### src/logic/gws_map.vh
// register offsets, field positions, reset values and timing for the gpio
// wake/sysmgmt block; definitions only, included by the top block file
`ifndef GWS_MAP_VH
`define GWS_MAP_VH

// offsets (control register of port i sits at GWS_OFF_CTRL + i)
`define GWS_OFF_CTRL   8'h00
`define GWS_OFF_DATA   8'h10
`define GWS_OFF_WSTS   8'h20
`define GWS_OFF_WEN    8'h21
`define GWS_OFF_SSTS   8'h22
`define GWS_OFF_SEN    8'h23
`define GWS_OFF_MSTS   8'h24
`define GWS_OFF_EESEL  8'h25
`define GWS_OFF_SSTS2  8'h26
`define GWS_OFF_SEN1   8'h27
`define GWS_OFF_SEN2   8'h28
`define GWS_OFF_DEVST  8'h29
`define GWS_OFF_PINST  8'h2A
`define GWS_OFF_PINEN  8'h2B
`define GWS_OFF_LED_ONE_CONTROL   8'h5D
`define GWS_OFF_LED_TWO_CONTROL   8'h5E

// port control fields
`define GWS_CTRL_DIR   0
`define GWS_CTRL_POL   1
`define GWS_CTRL_OD    7
// sysmgmt enable two routing fields
`define GWS_SEN2_PIN   7
`define GWS_SEN2_SER   6
`define GWS_SEN2_WAKE  5
// device irq status register fields
`define GWS_DEV_STS    0
`define GWS_DEV_EN     1
// led control fields
`define GWS_LED_ON     0
`define GWS_LED_BLINK  1

// reset values: input, non-inverted, open-drain
`define GWS_CTRL_RST   8'h81
`define GWS_BYTE_RST   8'h00

// timing
`define GWS_REF_HZ      32'h0BEB_C200
`define GWS_SLOW_HZ     32'h0000_8000
`define GWS_SLOW_DIV    (`GWS_REF_HZ / `GWS_SLOW_HZ)
`define GWS_BLINK_TICKS 16'h4000

`endif

### src/logic/gws_top.v
// gpio port bank with wake and sysmgmt event status, led drivers and
// group sysmgmt interrupt; host reaches it over a plain register port
// assumes all inputs synchronous to ref_clk_i, clk32_i sampled as data
//
// Behaviour
// - input read returns pin, polarity applied
// - writing data of input port does nothing
// - output pin drives data, polarity applied
// - output read returns last written data
// - output ports raise no wake or sysmgmt events; misc status logs edges of either-edge ports
// - wake status per wake port, polarity edge
// - sysmgmt status and enable per capable port
// - either-edge ports set status on both edges
// - either-edge mode overrides direction, polarity, driver
// - polarity still shapes either-edge reported value
// - either-edge irq needs enable; status write-one-clear
// - misc register gathers either-edge status bits
// - status records events regardless of enables
// - two led controls: on, off, blink
// - standby blinking needs external slow clock
// - group irq ORs enabled sysmgmt and block events
// - sysmgmt pin polarity, driver from port control
// - group irq reaches pin when enable-two bit7
// - enable-two bit6 routes irq to serial slot2
// - enable-two bit5 feeds device irq status
// - port status latched, ANDed with enable
// - block status mirrors source, infrared clears on read
// - control bit0 dir, bit1 invert, bit7 driver
// - pin status and pin enable drive wake
//
// Chosen here: strobed register access.
`timescale 1ns/1ps
`include "gws_map.vh"
module gws_top #(
  parameter [7:0]  WAKE_CAP    = 8'hFF,
  parameter [7:0]  SMI_CAP     = 8'h3C,
  parameter [7:0]  EE_CAP      = 8'h0C,
  parameter [2:0]  SMI_PORT    = 3'h0,
  parameter [2:0]  IR_BIT      = 3'h6,
  parameter [31:0] SLOW_DIV    = `GWS_SLOW_DIV,
  parameter [15:0] BLINK_TICKS = `GWS_BLINK_TICKS
) (
  // clock and reset
  input  wire       ref_clk_i,
  input  wire       rst_n_i,
  // register port
  input  wire [7:0] addr_i,
  input  wire [7:0] wdata_i,
  input  wire       wr_i,
  input  wire       rd_i,
  output reg  [7:0] rdata_o,
  // general purpose pins
  input  wire [7:0] gpio_i,
  output wire [7:0] gpio_o,
  output wire [7:0] gpio_oe_n_o,
  // functional block event levels
  input  wire [7:0] blk_evt_i,
  // standby power and slow clock
  input  wire       standby_i,
  input  wire       clk32_i,
  // interrupt and wake pins
  output reg        sysmgmt_irq_out_n_o,
  output reg        sysmgmt_irq_oe_n_o,
  output reg        serirq_slot2_o,
  output reg        wake_event_out_n_o,
  output reg        wake_event_oe_n_o,
  // led drivers, active low
  output reg  [1:0] led_n_o
);

  reg  [7:0]  ctrl_q [0:7];
  reg  [7:0]  data_q;
  reg  [7:0]  wsts_q;
  reg  [7:0]  wen_q;
  reg  [7:0]  ssts_q;
  reg  [7:0]  sen_q;
  reg  [7:0]  msts_q;
  reg  [7:0]  eesel_q;
  reg  [7:0]  sen1_q;
  reg  [7:0]  sen2_q;
  reg  [1:0]  dev_q;
  reg  [7:0]  pinen_q;
  reg  [7:0]  led_one_control_q;
  reg  [7:0]  led_two_control_q;
  reg         ir_q;
  reg  [7:0]  rdata_d;

  wire [7:0]  val;
  wire [7:0]  evt;
  wire [7:0]  any;
  wire [7:0]  sts2;
  wire        wr_wsts;
  wire        wr_ssts;
  wire        wr_msts;
  wire        rd_sts2;
  wire        group;
  wire        smi_act;
  wire        smi_lvl;
  wire        pin_st;

  genvar g;
  generate
    for (g = 0; g < 8; g = g + 1)
    begin : g_port
      gws_port #(
        .EE_CAP   (EE_CAP[g])
      ) u_port (
        .clk_i    (ref_clk_i),
        .rst_n_i  (rst_n_i),
        .dir_in_i (ctrl_q[g][`GWS_CTRL_DIR]),
        .pol_i    (ctrl_q[g][`GWS_CTRL_POL]),
        .od_i     (ctrl_q[g][`GWS_CTRL_OD]),
        .ee_sel_i (eesel_q[g]),
        .data_i   (data_q[g]),
        .pin_i    (gpio_i[g]),
        .pin_o    (gpio_o[g]),
        .oe_n_o   (gpio_oe_n_o[g]),
        .val_o    (val[g]),
        .evt_o    (evt[g]),
        .any_o    (any[g])
      );
    end
  endgenerate

  assign wr_wsts = wr_i && (addr_i == `GWS_OFF_WSTS);
  assign wr_ssts = wr_i && (addr_i == `GWS_OFF_SSTS);
  assign wr_msts = wr_i && (addr_i == `GWS_OFF_MSTS);
  assign rd_sts2 = rd_i && (addr_i == `GWS_OFF_SSTS2);

  // block status mirrors live levels; only infrared is latched
  assign sts2 = (blk_evt_i & ~(8'h01 << IR_BIT)) | ({7'h00, ir_q} << IR_BIT);

  assign group = (|(ssts_q & sen_q)) | (|(sts2 & sen1_q));
  assign smi_act = group & sen2_q[`GWS_SEN2_PIN];
  // polarity bit set means active high
  assign smi_lvl = ctrl_q[SMI_PORT][`GWS_CTRL_POL] ? smi_act : ~smi_act;
  assign pin_st  = (|(wsts_q & wen_q)) | (dev_q[`GWS_DEV_STS] & dev_q[`GWS_DEV_EN]);

  // control and data registers
  integer i;
  // separate index so the read mux does not share a driver with the bank
  integer j;
  always @(posedge ref_clk_i or negedge rst_n_i)
  begin
    if (!rst_n_i)
    begin
      for (i = 0; i < 8; i = i + 1)
        ctrl_q[i] <= `GWS_CTRL_RST;
      data_q  <= `GWS_BYTE_RST;
      wen_q   <= `GWS_BYTE_RST;
      sen_q   <= `GWS_BYTE_RST;
      eesel_q <= `GWS_BYTE_RST;
      sen1_q  <= `GWS_BYTE_RST;
      sen2_q  <= `GWS_BYTE_RST;
      pinen_q <= `GWS_BYTE_RST;
      led_one_control_q  <= `GWS_BYTE_RST;
      led_two_control_q  <= `GWS_BYTE_RST;
    end
    else if (wr_i)
    begin
      if ((addr_i & 8'hF8) == `GWS_OFF_CTRL)
        ctrl_q[addr_i[2:0]] <= wdata_i;
      for (i = 0; i < 8; i = i + 1)
        if (addr_i == `GWS_OFF_DATA && !ctrl_q[i][`GWS_CTRL_DIR])
          data_q[i] <= wdata_i[i];
      case (addr_i)
        `GWS_OFF_WEN:   wen_q   <= wdata_i & WAKE_CAP;
        `GWS_OFF_SEN:   sen_q   <= wdata_i & SMI_CAP;
        `GWS_OFF_EESEL: eesel_q <= wdata_i & EE_CAP;
        `GWS_OFF_SEN1:  sen1_q  <= wdata_i;
        `GWS_OFF_SEN2:  sen2_q  <= wdata_i;
        `GWS_OFF_PINEN: pinen_q <= wdata_i;
        `GWS_OFF_LED_ONE_CONTROL:  led_one_control_q  <= wdata_i;
        `GWS_OFF_LED_TWO_CONTROL:  led_two_control_q  <= wdata_i;
        default:        ;
      endcase
    end
  end

  // sticky status: new event ORed after the clear so it survives
  always @(posedge ref_clk_i or negedge rst_n_i)
  begin
    if (!rst_n_i)
    begin
      wsts_q <= `GWS_BYTE_RST;
      ssts_q <= `GWS_BYTE_RST;
      msts_q <= `GWS_BYTE_RST;
      dev_q  <= 2'h0;
      ir_q   <= 1'b0;
    end
    else
    begin
      wsts_q <= (wsts_q & ~({8{wr_wsts}} & wdata_i)) | (evt & WAKE_CAP);
      ssts_q <= (ssts_q & ~({8{wr_ssts}} & wdata_i)) | (evt & SMI_CAP);
      msts_q <= (msts_q & ~({8{wr_msts}} & wdata_i)) | any;
      dev_q[`GWS_DEV_STS] <= (dev_q[`GWS_DEV_STS] &
                              ~(wr_i && addr_i == `GWS_OFF_DEVST && wdata_i[`GWS_DEV_STS]))
                             | (group & sen2_q[`GWS_SEN2_WAKE]);
      if (wr_i && addr_i == `GWS_OFF_DEVST)
        dev_q[`GWS_DEV_EN] <= wdata_i[`GWS_DEV_EN];
      // read clears infrared, the infrared level high in the same cycle keeps it
      ir_q <= (ir_q & ~rd_sts2) | blk_evt_i[IR_BIT];
    end
  end

  // read mux, data one cycle after the strobe
  always @*
  begin
    rdata_d = 8'h00;
    if ((addr_i & 8'hF8) == `GWS_OFF_CTRL)
      rdata_d = ctrl_q[addr_i[2:0]];
    else
      case (addr_i)
        `GWS_OFF_DATA:
          for (j = 0; j < 8; j = j + 1)
            rdata_d[j] = ctrl_q[j][`GWS_CTRL_DIR] | (EE_CAP[j] & eesel_q[j])
                         ? val[j] : data_q[j];
        `GWS_OFF_WSTS:  rdata_d = wsts_q;
        `GWS_OFF_WEN:   rdata_d = wen_q;
        `GWS_OFF_SSTS:  rdata_d = ssts_q;
        `GWS_OFF_SEN:   rdata_d = sen_q;
        `GWS_OFF_MSTS:  rdata_d = msts_q;
        `GWS_OFF_EESEL: rdata_d = eesel_q;
        `GWS_OFF_SSTS2: rdata_d = sts2;
        `GWS_OFF_SEN1:  rdata_d = sen1_q;
        `GWS_OFF_SEN2:  rdata_d = sen2_q;
        `GWS_OFF_DEVST: rdata_d = {6'h00, dev_q};
        `GWS_OFF_PINST: rdata_d = {7'h00, pin_st};
        `GWS_OFF_PINEN: rdata_d = pinen_q;
        `GWS_OFF_LED_ONE_CONTROL:  rdata_d = led_one_control_q;
        `GWS_OFF_LED_TWO_CONTROL:  rdata_d = led_two_control_q;
        default:        rdata_d = 8'h00;
      endcase
  end

  always @(posedge ref_clk_i or negedge rst_n_i)
  begin
    if (!rst_n_i)
      rdata_o <= 8'h00;
    else if (rd_i)
      rdata_o <= rdata_d;
    else
      rdata_o <= 8'h00;
  end

  // interrupt and wake pins; open-drain only ever pulls low
  always @(posedge ref_clk_i or negedge rst_n_i)
  begin
    if (!rst_n_i)
    begin
      sysmgmt_irq_out_n_o <= 1'b1;
      sysmgmt_irq_oe_n_o  <= 1'b1;
      serirq_slot2_o      <= 1'b0;
      wake_event_out_n_o  <= 1'b1;
      wake_event_oe_n_o   <= 1'b1;
    end
    else
    begin
      sysmgmt_irq_out_n_o <= smi_lvl;
      sysmgmt_irq_oe_n_o  <= ctrl_q[SMI_PORT][`GWS_CTRL_OD] & smi_lvl;
      serirq_slot2_o      <= group & sen2_q[`GWS_SEN2_SER];
      wake_event_out_n_o  <= ~(pin_st & pinen_q[0]);
      wake_event_oe_n_o   <= ~(pin_st & pinen_q[0]);
    end
  end

  // blink timebase: slow ticks from a divider, or the external
  // slow clock under standby, so with it absent blinking freezes
  reg  [31:0] div_q;
  reg         c32_q;
  reg  [15:0] blink_cnt_q;
  reg         phase_q;
  wire        div_tick;
  wire        tick;

  assign div_tick = (div_q == SLOW_DIV - 32'h0000_0001);
  assign tick     = standby_i ? (clk32_i & ~c32_q) : div_tick;

  always @(posedge ref_clk_i or negedge rst_n_i)
  begin
    if (!rst_n_i)
    begin
      div_q       <= 32'h0000_0000;
      c32_q       <= 1'b0;
      blink_cnt_q <= 16'h0000;
      phase_q     <= 1'b0;
      led_n_o     <= 2'h3;
    end
    else
    begin
      div_q <= div_tick ? 32'h0000_0000 : div_q + 32'h0000_0001;
      c32_q <= clk32_i;
      if (tick)
      begin
        if (blink_cnt_q == BLINK_TICKS - 16'h0001)
        begin
          blink_cnt_q <= 16'h0000;
          phase_q     <= ~phase_q;
        end
        else
          blink_cnt_q <= blink_cnt_q + 16'h0001;
      end
      led_n_o[0] <= ~(led_one_control_q[`GWS_LED_BLINK] ? phase_q : led_one_control_q[`GWS_LED_ON]);
      led_n_o[1] <= ~(led_two_control_q[`GWS_LED_BLINK] ? phase_q : led_two_control_q[`GWS_LED_ON]);
    end
  end

endmodule // gws_top

### src/logic/gws_port.v
// one general purpose port: pin drive, polarity, edge events
// assumes pin_i is synchronous to clk_i
`timescale 1ns/1ps
module gws_port #(
  parameter EE_CAP = 1'b0
) (
  // clock and reset
  input  wire clk_i,
  input  wire rst_n_i,
  // configuration
  input  wire dir_in_i,
  input  wire pol_i,
  input  wire od_i,
  input  wire ee_sel_i,
  input  wire data_i,
  // pin
  input  wire pin_i,
  output reg  pin_o,
  output reg  oe_n_o,
  // events and read value
  output wire val_o,
  output wire evt_o,
  output wire any_o
);

  reg  prev_q;
  wire ee_act;
  wire is_in;
  wire any;
  wire rise_v;
  wire drv;

  // either-edge mode forces input, ignoring dir/od; pol still inverts val_o
  assign ee_act = EE_CAP & ee_sel_i;
  assign is_in  = dir_in_i | ee_act;
  assign any    = pin_i ^ prev_q;
  assign rise_v = (pin_i ^ pol_i) & ~(prev_q ^ pol_i);
  assign val_o  = pin_i ^ pol_i;
  // outputs never raise events
  assign evt_o  = is_in & (ee_act ? any : rise_v);
  // misc status logs edges whether or not the mode is selected
  assign any_o  = EE_CAP & any;
  assign drv    = data_i ^ pol_i;

  always @(posedge clk_i or negedge rst_n_i)
  begin
    if (!rst_n_i)
    begin
      prev_q <= 1'b0;
      pin_o  <= 1'b0;
      oe_n_o <= 1'b1;
    end
    else
    begin
      prev_q <= pin_i;
      pin_o  <= is_in ? 1'b0 : drv;
      oe_n_o <= is_in | (od_i & drv);
    end
  end

endmodule // gws_port

### config.mk
export PLATFORM = sky130hd
export DESIGN_NAME = gws_top
export DESIGN_NICKNAME = d
export VERILOG_FILES = /design/src/logic/gws_top.v /design/src/logic/gws_port.v
export VERILOG_INCLUDE_DIRS = /design/src /design/src/logic
export SDC_FILE = /design/constraint.sdc
export NUM_CORES = 1
export LEC_CHECK = 0
export BUFFER_PORTS_ARGS = -buffer_cell sky130_fd_sc_hd__buf_2
export CAP_MARGIN = 0
export CORE_UTILIZATION = 25
export DETAILED_ROUTE_END_ITERATION = 6
export GPL_ROUTABILITY_DRIVEN = 0
export PLACE_DENSITY = 0.37
export SETUP_SLACK_MARGIN = 0.02
export SLEW_MARGIN = 10
export SYNTH_ARGS = -nofsm -noshare
export SYNTH_HDL_FRONTEND = slang
export SYNTH_SLANG_ARGS = --single-unit
export TNS_END_PERCENT = 50
### constraint.sdc
create_clock -name ref_clk_i -period 2.3 [get_ports ref_clk_i]
set_clock_uncertainty 0.1 [all_clocks]
set_input_delay 0.115 -clock ref_clk_i [delete_from_list [all_inputs] [get_ports ref_clk_i]]
set_output_delay 0.115 -clock ref_clk_i [all_outputs]
set_load 0.005 [all_outputs]
==> metrics <==
outcome=finished clean; drt drc=0; GRT Total Usage=15.8%; Worst slew margin=roughly 50%; final WL=36800 µm; CP cell instances=a222oi_1, nand3_1, a221o_1, o2111a_1, o311a_1; 1st-iter DRT viols=395; Worst EP arrival=2510 ps; ranking of synthesized cells by area=dfrtp_1 (46%), mux2_2 (13%), dfstp_2 (6.5%); setup repair after global routing missed its margin=false; Vias/cell=about 4.7; Hold Vio Cnt, Final=0; worst skew pair latency=540 ps; IO buf count=68; WL/cell=around 21 µm; Final Setup Violations=0; area share of the largest cell type after synthesis=45.6%; Seq cells post-synth=241; Yosys top cell by area=dfrtp_1; initial antenna violation count=1; Mapped Avg Cell Area=around 12 µm²; total power density per cell area=748 mW/mm²; Worst Path Max Fanout=3; Worst Setup Start Kind=register; Max Freq=457 MHz; post-route clock period utilization=95.1%; Slowest cell on crit path=dfrtp_2; cell row count=78; Mapped Cells=969; most common cell in the netlist=dfrtp_1; max-slew violation count=0; sequential area share after synthesis=between 50 and 60%; Num CTS Buffers=29; total iterations of the first detailed-routing run=5; Post-DP HPWL=25600 µm; Synth top cells by count=dfrtp_1 (212), mux2_2 (131), nand2_1 (61); Finished Core Util=31.2%; chip width=roughly 220 µm; actual slew at the worst max-slew pin=~740 ps; Async SR Flop Fraction=100%; Congestion Overflow GR=0; Post-synth top flop=dfrtp_1; Max rail drop VDD=0.458 mV; Post-Syn Area=roughly 0.012 mm²; Clock Path Buffers=3; Post-DRT Antenna Nets=0; first-pass GRT wire length=56200 µm; H-tree depth=1; syn_nets=1010; LEAKAGE=between 6 and 7 nW; Synth warnings=0; CTS tree=built; placed inst area=0.0130 mm²; area delta synth->final=22.4%; CP bufs+invs=0; Die Height=218 µm; Top delay family on crit path=compound AO/OA/AOI/OAI gates; largest net degree at the start of global routing=50; Nets=1129; number of global-route vias before repair=8387; CP Data Required Time=2630 ps; Hold Path Class=primary input to register; share of cells above drive strength 1=34.7%; Ports=69; Design Area, Final=0.0142 mm²; CP max stage delay=460 ps; number of flops mapped to enable cells by yosys=0; core box area=0.0457 mm²; via count=8094; max_cap viols=0; Setup CP Type=register to register; Unique masters post-synth=74; clock slew at reported path FFs=60 ps; Worst Setup End Kind=register; Sink Count=241; die area=0.0474 mm²; Final min period=roughly 2200 ps; Initial Utilization=25.5%; root buf cell=clkbuf_16
-- layout by cell type (no fill, tap or decap), types with 29 or more instances in the layout --
master     count
dfrtp_1      211
mux2_2       131
buf_2         67
nand2_1       61
buf_4         59
nor2_1        54
xnor2_1       35
o21ai_0       32
mux2i_1       31
nand3_1       30
clkbuf_16     29
dfstp_2       29
-- sequential cells by signal, summed over array words and instances (netlist names), 8 cells and up --
name / flops
pinen_q: 8
blink_cnt_q: 16
msts_q: 8
sen1_q: 8
g_port.u_port.prev_q: 8
wsts_q: 8
ctrl_q: 64
wen_q: 8
data_q: 8
g_port.u_port.pin_o: 8
ssts_q: 8
sen2_q: 8
g_port.u_port.oe_n_o: 8
rdata_o: 8
led_two_control_q: 8
div_q: 32
led_one_control_q: 8
-- final cells by class --
cell class,count,area [µm²]
Antenna cell,1,2.50
Clock buffer,38,810
Clock inverter,15,209
Fill cell,4706,31400
Inverter,18,67.6
Multi-Input combinational cell,642,5170
Sequential cell,241,6070
Tap cell,600,751
Timing Repair Buffer,156,1170
-- report_power, final --
part / internal, mW / switching [mW]
clock network: 3.03 / 1.91
logic: 0.424 / 0.510
registers: 4.53 / 0.259
total: 7.98 / 2.67
-- metal layers --
layer	part of all wire (%)	global-route usage (%)	up-vias	wire (µm)
li1	-	-	3755	-
met1	48	22.3	4146	17700
met2	46	24.9	134	16800
met3	3.3	2.43	57	1230
met4	2.9	4.55	2	1080
met5	0.033	0	-	12
-- kinds of logic (layout without fill, tap and decap cells) --
kind of cell    count (synthesis)  count (layout)  synth area share (%)
simple gates                  261             261                  12.3
flops                         241             241                  52.1
mux                           178             178                  18.4
compound gates                149             149                  9.34
buf+inv                        86             227                  3.57
xor+xnor                       51              51                  3.84
fa+ha+maj                       3               3                 0.323
other cells                     0               1                     0
-- what timing repair did --
item / in CTS / in global routing
endpoints found under the setup margin: 0 / 14
hold endpoints to repair: 262 / 0
hold buffers: 21 / 0
buffers inserted: 0 / 0
resized for setup: 0 / 4
-- through the flow --
| step | instances | setup TNS, ps | hold slack (ps) | power (mW) | setup slack [ps] |
|---|---|---|---|---|---|
| after CTS | 1710 | 0 | 2.67 | 10.9 | 41.8 |
| after detailed placement | 1636 | -27.5 | -8.62 | 5.78 | -14.7 |
| after global routing | 1710 | 0 | 37.4 | 11.1 | 22.9 |
| after global placement | 1636 | -45.4 | -7.18 | 5.79 | -24.7 |
| after floorplan | 969 | 0 | -281 | 5.28 | 229 |
| final | 1711 | 0 | 30.7 | 10.7 | 114 |
-- tightest hold or removal path, cell delays in order --
cell     delay (ps)
buf_2           290
nand2_1         130
a21o_1          100
-- final timing paths --
path	to	cells after the start	slack [ps]	startpoint
setup / recovery	rdata_o[0]	5	110	wsts_q[2]
hold / removal	wsts_q[2]	3	30	wdata_i[2]
setup reg to reg	rdata_o[0]	5	110	wsts_q[2]
hold reg to reg	wake_event_oe_n_o	1	330	pinen_q[0]
max in group asynchronous	g_port[6].u_port.pin_o	4	600	rst_n_i
min in group asynchronous	ctrl_q[30]	3	510	rst_n_i
Note: power is estimated with default switching activity, not from simulation.
